==> config.mk <==
export PLATFORM = sky130hd
export DESIGN_NAME = or_and_move_instr_exec
export DESIGN_NICKNAME = d
export VERILOG_FILES = /design/src/instr_exec_pkg.sv /design/src/or_and_move_instr_exec.sv
export SDC_FILE = /design/constraint.sdc
export NUM_CORES = 1
export LEC_CHECK = 0
export ABC_AREA = 0
export BUFFER_PORTS_ARGS = -buffer_cell sky130_fd_sc_hd__buf_2
export CAP_MARGIN = 40
export CORE_AREA = 3 3 56 63
export DETAILED_ROUTE_END_ITERATION = 10
export DIE_AREA = 0 0 59 66
export PLACE_DENSITY_LB_ADDON = 0.05
export SYNTH_ARGS = -nofsm -noshare
export SYNTH_HDL_FRONTEND = slang
export SYNTH_SLANG_ARGS = --single-unit
==> constraint.sdc <==
create_clock -name clk -period 2.2 [get_ports clk]
set_input_delay 0.33 -clock clk [delete_from_list [all_inputs] [get_ports clk]]
set_output_delay 0.33 -clock clk [all_outputs]
set_load 0.05 [all_outputs]
==> src/instr_exec_pkg.sv <==
// Package with opcode patterns, field positions and reset values for the four-instruction executor.
package instr_exec_pkg;
  localparam int INSTR_W = 14;
  localparam int DATA_W = 8;
  localparam int ADDR_W = 7;
  localparam int DEST_BIT = 7;
  localparam int OPCODE_MSB = 13;
  localparam int OPCODE_LSB = 8;
  localparam int LOAD_OPCODE_LSB = 10;
  localparam logic [6:0] WR_ADDR_RESET = 7'h00;
  localparam logic [7:0] WR_DATA_RESET = 8'h00;
  localparam logic [5:0] OP_OR_LITERAL = 6'h38;
  localparam logic [3:0] OP_LOAD_LITERAL = 4'hC;
  localparam logic [5:0] OP_OR_FILE = 6'h04;
  localparam logic [5:0] OP_MOVE_FILE = 6'h08;
  localparam logic [7:0] ACC_RESET = 8'h00;
  localparam logic ZERO_RESET = 1'b0;
  typedef enum logic [4:0] {
    OP_NONE      = 5'b00001,
    OP_ORLIT     = 5'b00010,
    OP_ORFILE    = 5'b00100,
    OP_MOVEFILE  = 5'b01000,
    OP_LOADLIT   = 5'b10000
  } instr_kind_e;
endpackage : instr_exec_pkg

==> src/or_and_move_instr_exec.sv <==
// Decoder and one-cycle executor for the literal-OR, file-OR, file-move and literal-load instructions.
//
// What this block does
// - Opcode 111000 with an 8-bit literal ORs the literal into the accumulator.
// - The literal-OR takes a literal from 0 to 255, always writes the accumulator and updates the zero flag.
// - Opcode 000100 ORs the accumulator with the addressed register, writing the accumulator if the destination bit is 0 or the register if it is 1, and updates the zero flag.
// - Opcode 001000 copies the addressed register to the accumulator if the destination bit is 0 or back into the register if it is 1.
// - The register move updates the zero flag from the moved value for either destination, so a self-move is a zero test.
// - Opcode 1100xx loads the literal into the accumulator and leaves the flags alone.
`timescale 1ns/100ps
`default_nettype none
module or_and_move_instr_exec
  import instr_exec_pkg::*;
(
  input  wire logic                 clk,
  input  wire logic                 rst_b,
  input  wire logic                 instrValid,
  input  wire logic [INSTR_W-1:0]   instrWord,
  input  wire logic [DATA_W-1:0]    fileRdData,
  output logic      [ADDR_W-1:0]    fileAddr,
  output logic      [ADDR_W-1:0]    fileWrAddr,
  output logic      [DATA_W-1:0]    fileWrData,
  output logic                      fileWrEn,
  output logic      [DATA_W-1:0]    acc,
  output logic                      zeroFlag,
  output logic                      instrDone,
  output logic                      instrUnknown
);

  // The register file is read combinationally from the instruction's address field.
  // Its address port is therefore the only output not taken from a flip-flop: a
  // registered address would cost a second cycle per instruction.
  // A register written by one instruction is updated in the register file a cycle later,
  // so an instruction that reads the same register in the very next cycle sees the old
  // value; the surrounding core must space such a pair or forward the value itself.
  instr_kind_e           kind;
  logic [5:0]            opWide;
  logic [3:0]            opNarrow;
  logic [DATA_W-1:0]     literal;
  logic                  destFile;
  logic [DATA_W-1:0]     operandB;
  logic [DATA_W-1:0]     result;
  logic                  updZero;
  logic                  toAcc;
  logic                  toFile;
  logic                  isKnown;
  logic [ADDR_W-1:0]     wrAddr_reg;
  logic [ADDR_W-1:0]     wrAddr_next;
  logic [DATA_W-1:0]     wrData_reg;
  logic [DATA_W-1:0]     wrData_next;
  logic                  wrEn_reg;
  logic                  wrEn_next;
  logic [DATA_W-1:0]     acc_reg;
  logic [DATA_W-1:0]     acc_next;
  logic                  zero_reg;
  logic                  zero_next;
  logic                  done_reg;
  logic                  done_next;
  logic                  unknown_reg;
  logic                  unknown_next;

  assign opWide   = instrWord[OPCODE_MSB:OPCODE_LSB];
  assign opNarrow = instrWord[OPCODE_MSB:LOAD_OPCODE_LSB];
  assign literal  = instrWord[DATA_W-1:0];
  assign destFile = instrWord[DEST_BIT];
  assign fileAddr = instrWord[ADDR_W-1:0];

  // The four patterns never overlap, so the order of this chain only matters for readability.
  always_comb begin
    kind = OP_NONE;
    if (opWide == OP_OR_LITERAL) begin
      kind = OP_ORLIT;
    end else if (opNarrow == OP_LOAD_LITERAL) begin
      kind = OP_LOADLIT;
    end else if (opWide == OP_OR_FILE) begin
      kind = OP_ORFILE;
    end else if (opWide == OP_MOVE_FILE) begin
      kind = OP_MOVEFILE;
    end
  end

  // The second operand is the literal for the immediate forms and the register otherwise,
  // so one OR gate serves both OR instructions.
  always_comb begin
    operandB = fileRdData;
    if (kind == OP_ORLIT || kind == OP_LOADLIT) begin
      operandB = literal;
    end
  end

  // Works out the result and where it goes; no state is touched here.
  always_comb begin
    result  = operandB;
    updZero = 1'b0;
    toAcc   = 1'b0;
    toFile  = 1'b0;
    isKnown = 1'b1;
    case (kind)
      OP_ORLIT: begin
        result  = acc_reg | operandB;
        toAcc   = 1'b1;
        updZero = 1'b1;
      end
      OP_ORFILE: begin
        result  = acc_reg | operandB;
        updZero = 1'b1;
        if (destFile) begin
          toFile = 1'b1;
        end else begin
          toAcc = 1'b1;
        end
      end
      OP_MOVEFILE: begin
        result  = operandB;
        updZero = 1'b1;
        if (destFile) begin
          toFile = 1'b1;
        end else begin
          toAcc = 1'b1;
        end
      end
      OP_LOADLIT: begin
        result = operandB;
        toAcc  = 1'b1;
      end
      default: begin
        // Other opcodes belong to the rest of the core; they are flagged, not executed.
        isKnown = 1'b0;
      end
    endcase
  end

  // The next instruction, even in the very next cycle, already sees the new accumulator.
  always_comb begin
    acc_next = acc_reg;
    if (instrValid && toAcc) begin
      acc_next = result;
    end
  end

  always_ff @(posedge clk or negedge rst_b) begin
    if (!rst_b) begin
      acc_reg <= ACC_RESET;
    end else begin
      acc_reg <= acc_next;
    end
  end

  // The load-literal instruction never enables the update, so the flag holds across it.
  // Both destinations of the register forms update it, which makes a self-move a zero test.
  always_comb begin
    zero_next = zero_reg;
    if (instrValid && updZero) begin
      zero_next = (result == '0);
    end
  end

  always_ff @(posedge clk or negedge rst_b) begin
    if (!rst_b) begin
      zero_reg <= ZERO_RESET;
    end else begin
      zero_reg <= zero_next;
    end
  end

  // Address, data and strobe are registered together so the register file sees one
  // consistent write in the cycle after the instruction, with the strobe lasting that cycle only.
  always_comb begin
    wrAddr_next = wrAddr_reg;
    wrData_next = wrData_reg;
    wrEn_next   = 1'b0;
    if (instrValid && toFile) begin
      wrEn_next   = 1'b1;
      wrAddr_next = fileAddr;
      wrData_next = result;
    end
  end

  always_ff @(posedge clk or negedge rst_b) begin
    if (!rst_b) begin
      wrAddr_reg <= WR_ADDR_RESET;
      wrData_reg <= WR_DATA_RESET;
      wrEn_reg   <= 1'b0;
    end else begin
      wrAddr_reg <= wrAddr_next;
      wrData_reg <= wrData_next;
      wrEn_reg   <= wrEn_next;
    end
  end

  // Each status pulse lasts one cycle; an unknown opcode changes nothing but its own pulse,
  // which lets the surrounding core hand that word to its other execution paths.
  always_comb begin
    done_next    = 1'b0;
    unknown_next = 1'b0;
    if (instrValid) begin
      if (isKnown) begin
        done_next = 1'b1;
      end else begin
        unknown_next = 1'b1;
      end
    end
  end

  always_ff @(posedge clk or negedge rst_b) begin
    if (!rst_b) begin
      done_reg    <= 1'b0;
      unknown_reg <= 1'b0;
    end else begin
      done_reg    <= done_next;
      unknown_reg <= unknown_next;
    end
  end

  assign acc          = acc_reg;
  assign zeroFlag     = zero_reg;
  assign fileWrEn     = wrEn_reg;
  assign fileWrAddr   = wrAddr_reg;
  assign fileWrData   = wrData_reg;
  assign instrDone    = done_reg;
  assign instrUnknown = unknown_reg;

endmodule // or_and_move_instr_exec
`default_nettype wire

# Yosys cells after proc, flatten, opt, wreduce, memory -nomap -nowiden
# Index checks and enable logic that the tools add are counted.
dict set report op_classes {
  n_eq_ne 8
  muxes 17
  bitwise_logic 1
  reduce_logical 10
}
# op count
set op_table {}
lappend op_table {{$mux W8} 2}
lappend op_table {{$mux W1} 10}
lappend op_table {{$mux W5} 2}
lappend op_table {{$logic_not A8 Y1} 1}
lappend op_table {{$mux W4} 2}
lappend op_table {{$or A8 B8 Y8} 1}
lappend op_table {{$eq A6 B3 Y1 const B} 1}
lappend op_table {{$eq A6 B4 Y1 const B} 1}
lappend op_table {{$eq A6 B6 Y1 const B} 1}
lappend op_table {{$reduce_or A2 Y1} 3}
lappend op_table {{$eq A5 B2 Y1 const B} 1}
lappend op_table {{$eq A5 B3 Y1 const B} 1}
lappend op_table {{$eq A5 B4 Y1 const B} 1}
lappend op_table {{$eq A5 B5 Y1 const B} 1}
lappend op_table {{$eq A4 B4 Y1 const B} 1}
lappend op_table {{$reduce_or A4 Y1} 1}
lappend op_table {{$logic_and A1 B1 Y1} 3}
lappend op_table {{$reduce_or A3 Y1} 1}
lappend op_table {{$pmux W1 S2} 1}
lappend op_table {{$logic_or A1 B1 Y1} 1}
dict set report totals {
  reg_bits 27
  input_bits 25
  output_inout_bits 34
  elab_cells 43
}

# Longest topological paths before layout
dict set report logic_depth {
  ltp_word 11
  ltp_mapped 6
  mapped_depth_nobuf 5
}

# Least setup slack after synthesis
# OpenSTA, ideal clock, no wires.
dict set report synth_timing {
  kind {input port to flip-flop}
  from {input port instrWord[11]}
  to {register zero_reg, in the netlist zeroFlag}
  setup_time_ps 103
  arrival_ps 2034
  required_ps 2097
  path_slack_ps 63
  path_stages 6
  n_path_buf 1
  cell_sequence {buf_2 -> and4b_1 -> o21a_4 -> a221o_1 -> or4_1 -> o41ai_2}
}
dict set report synth_between {
  elab_chain_cells 11
  word_cells_on_any_way 21
  cone_classes {eq/ne (8); mux (7); bitwise (1); reduce/logical (5)}
}
# item line_no
set synth_rtl {}
lappend synth_rtl {{from (decl)} or_and_move_instr_exec.sv:18} ;# input wire logic [INSTR_W-1:0] instrWord,
lappend synth_rtl {{$eq A6 B4 Y1} or_and_move_instr_exec.sv:77} ;# end else if (opWide == OP_MOVE_FILE) begin
lappend synth_rtl {{$mux W4} or_and_move_instr_exec.sv:77}
lappend synth_rtl {{$mux W4} or_and_move_instr_exec.sv:75} ;# end else if (opWide == OP_OR_FILE) begin
lappend synth_rtl {{$mux W5} or_and_move_instr_exec.sv:73} ;# end else if (opNarrow == OP_LOAD_LITERAL) begin
lappend synth_rtl {{$mux W5 (*)} or_and_move_instr_exec.sv:71} ;# if (opWide == OP_OR_LITERAL) begin
lappend synth_rtl {{$eq A5 B2 Y1 / $eq A5 B5 Y1 (equally long branches)} {or_and_move_instr_exec.sv:86, or_and_move_instr_exec.sv:98}}
lappend synth_rtl {{$logic_or A1 B1 Y1} or_and_move_instr_exec.sv:86} ;# if (kind == OP_ORLIT || kind == OP_LOADLIT) begin
lappend synth_rtl {{$mux W8} or_and_move_instr_exec.sv:86}
lappend synth_rtl {{$or A8 B8 Y8} {or_and_move_instr_exec.sv:100, or_and_move_instr_exec.sv:105}}
lappend synth_rtl {{$mux W8} --}
lappend synth_rtl {{$logic_not A8 Y1} or_and_move_instr_exec.sv:154} ;# zero_next = (result == '0);
lappend synth_rtl {{to (signal assigned)} or_and_move_instr_exec.sv:162} ;# zero_reg <= zero_next;
lappend synth_rtl {{to (decl)} or_and_move_instr_exec.sv:55} ;# logic zero_reg;
# Every way passes the cells marked *; elsewhere a longest branch is shown, timed or not.
# A chain may end at the register's enable or synchronous reset.

# Worst setup path after layout
dict set report layout_timing {
  from {input port instrWord[10]}
  to {register zero_reg, in the netlist zeroFlag}
}
# Same word-level chain as after synthesis.

==> results.py <==
metrics = {
    "timing": {
        "maxSlewViolCount": 0,
        "worst_pin_slew_ns": 0.590,
        "slew_headroom_pct": 60.7,
        "hold_viol_final": 0,
        "hold_ws_ns": 0.228,
        "max_freq_mhz": 528,
        "setup_viol": 0,
        "tns_ns": 0,
        "final.setup.worst_slack_ns": 0.307,
        "rsz0062_at_grt": "no",
        "period_minus_slack_ns": 1.89,
        "period_share_pct": 86.0,
        "clock_skew_ns": 0.00160,
    },
    "worst_setup_path": {
        "rrSetupSlack_ns": 0.52,
        "rr_startpoint": "acc[2]",
        "worstPathCellList": "buf_2 > and3b_1 > buf_4 > and3_1 > a221o_1 > or4_1 > o41ai_2",
        "endpoint": "zeroFlag",
        "criticalPathCategory": "input port to flip-flop",
        "endpoint_kind": "flip-flop",
        "startpoint_type": "input port",
        "reg2regPathDepth": 3,
        "crit_start": "instrWord[10]",
        "critPathMaxFanout": 8,
        "required_ns": 2.44,
        "r2r_end": "zeroFlag",
        "worst_path_max_delay_cell": "or4_1",
        "crit_arrival_ns": 2.13,
        "slowest_delay_ns": 0.54,
    },
    "grt": {
        "busiest_layer": "met2",
        "grt_first_pass_wirelength_microns": 5140,
        "met2_usage_pct": 26.9,
        "grt_use_met1_pct": 24.0,
        "grt-ovfl-total": 0,
        "grt_max_degree": 28,
        "antenna_found_initial": 0,
        "met3_usage_pct": 2.93,
        "grtUsageTotal_pct": 17.3,
        "grt_pass1_vias": 1102,
    },
    "finish": {
        "postLayoutCellArea_sq_um": 1720,
        "num_antenna_cells": 0,
        "drive_gt1_share_pct": 52.6,
        "stdcell_count": 205,
        "utilization_pct": 57.3,
        "final_nets": 197,
        "area_growth_pct": 29.5,
    },
    "cts": {
        "root_buffer": "clkbuf_4",
        "ctsResizeCount": 0,
        "cts_buffers": 3,
        "insertion_delay_ns": 0.32,
        "cts.htree.levels": 1,
        "cts.clk_slew.worst_paths_ns": 0.15,
        "cts.sinks": 27,
        "tritoncts": "built",
        "clockBufferDepth": 2,
    },
    "synthesis": {
        "synth.net_count": 132,
        "async_flop_share_pct": 100,
        "synth-edff-count": 0,
        "synth_top_cell_by_area": "dfrtp_1",
        "yosysMostFrequentCell": "dfrtp_1",
        "synth-seq-cells": 27,
        "yosys-top-cells-area": "dfrtp_1, mux2_1, mux2_2",
        "ys_seq_area_share_pct": 51.0,
        "yosys_warnings": 0,
        "syn_avg_cell_area_sq_um": 12.4,
        "netlist_top_cells_count": "dfrtp_1, mux2_1, mux2_2, a221o_1, and3_1",
        "synth.top_cell.area_share_pct": 51.0,
        "yosysUniqueCellTypes": 29,
        "synth_flop_cell": "dfrtp_1",
        "synth_cells": 107,
        "mappedNetlistArea_sq_um": 1330,
    },
    "pwr": {
        "p_leak_nw": 0.963,
        "power.total_mw": 1.48,
        "power_density_nw_per_um2": 863,
        "peakVddDrop_mv": 0.490,
    },
    "detailed_routing": {
        "drt_iter0_markers": 33,
        "wl_microns": 3090,
        "drc": 0,
        "antenna_left": 0,
        "drtPass1Iterations": 4,
        "wl_per_cell_microns": 15.0,
        "via_per_inst": 5.27,
        "vias": 1080,
    },
    "place": {
        "io_buffers": 58,
        "routabilityCongestion": 0.769,
        "post_dp_cell_area_sq_um": 1680,
        "placedCellCount": 200,
        "dp_slack_ns": -0.0340,
        "place_hpwl_microns": 2440,
    },
    "run": {
        "maxCapViolCount": 0,
    },
    "floorplan": {
        "die_h_microns": 66,
        "core_sq_um": 3000,
        "die_x_microns": 59,
        "rows": 21,
        "die-area_sq_um": 3890,
        "io_pins": 59,
        "start_util_pct": 44.2,
    },
    "status": {
        "status": "finished clean",
    },
    "min_path": {
        "hp-class": "input port to flip-flop",
    },
}
-- worst min-delay path by stage --
stage	depth (start not counted)	startpoint	to	slack, ns
2_1_floorplan	0	rst_b	acc[0]	0.03
3_3_place_gp	1	rst_b	fileWrData[1]	0.37
3_5_place_dp	1	rst_b	fileWrData[1]	0.38
4_1_cts	3	instrValid	instrUnknown	0.23
5_1_grt	3	instrValid	instrUnknown	0.22
6_report	3	instrValid	instrUnknown	0.23
-- metal layers --
| metal | wire length (microns) | vias to the layer above |
|---|---|---|
| met5 | 0 | - |
| met4 | 38 | 0 |
| met3 | 222 | 5 |
| met2 | 1440 | 42 |
| met1 | 1380 | 513 |
| li1 | - | 520 |
-- cells in the final DEF, fill, tap and decap left out, types with 2 or more instances in the layout --
cell      Yosys  routed
a221o_1       8       8
a31oi_1       2       2
mux2_2       11      11
mux2_1       12      12
buf_2         2      58
nor2_1        3       3
inv_1         2       2
dfrtp_1      27      27
nand2_1       4       4
and2_1        2       2
clkbuf_4      0       3
buf_4         7      12
or4_1         2       2
and3_1        8       8
-- cells by family after synthesis --
logic type,share of synthesized area [%]
and+or+nand+nor,11.7
xor gates and xnor gates,0.661
AOI/OAI and AO/OA,11.0
buffers and inverters,6.14
DFF,51.0
muxes,19.5
-- worst max-delay path: cells and delay by family --
family                 cells  cell delay (ns)
AOI/OAI and AO/OA          2             0.58
buffers and inverters      2             0.30
and+or+nand+nor            3             0.92
-- what timing repair did --
action	in CTS	in global routing
endpoints found under the hold margin	11	0
buffers inserted	0	0
hold buffers	1	0
-- power by group --
group	leakage (nW)	internal (mW)	switching, mW	total (mW)
sequential	0.352	0.584	0.0529	0.637
clock	0.0177	0.0682	0.147	0.215
combinational	0.594	0.171	0.457	0.628
-- layout make-up --
class                   count  area (sq um)
repair buffers             71           390
well taps                  34          42.5
flip-flops and latches     27           676
multi-input cells          66           568
clock buffers               3          22.5
fillers                   277          1280
inverters                   3          11.3
clock inverters             1          5.00
(Power assumes the default switching activity.)
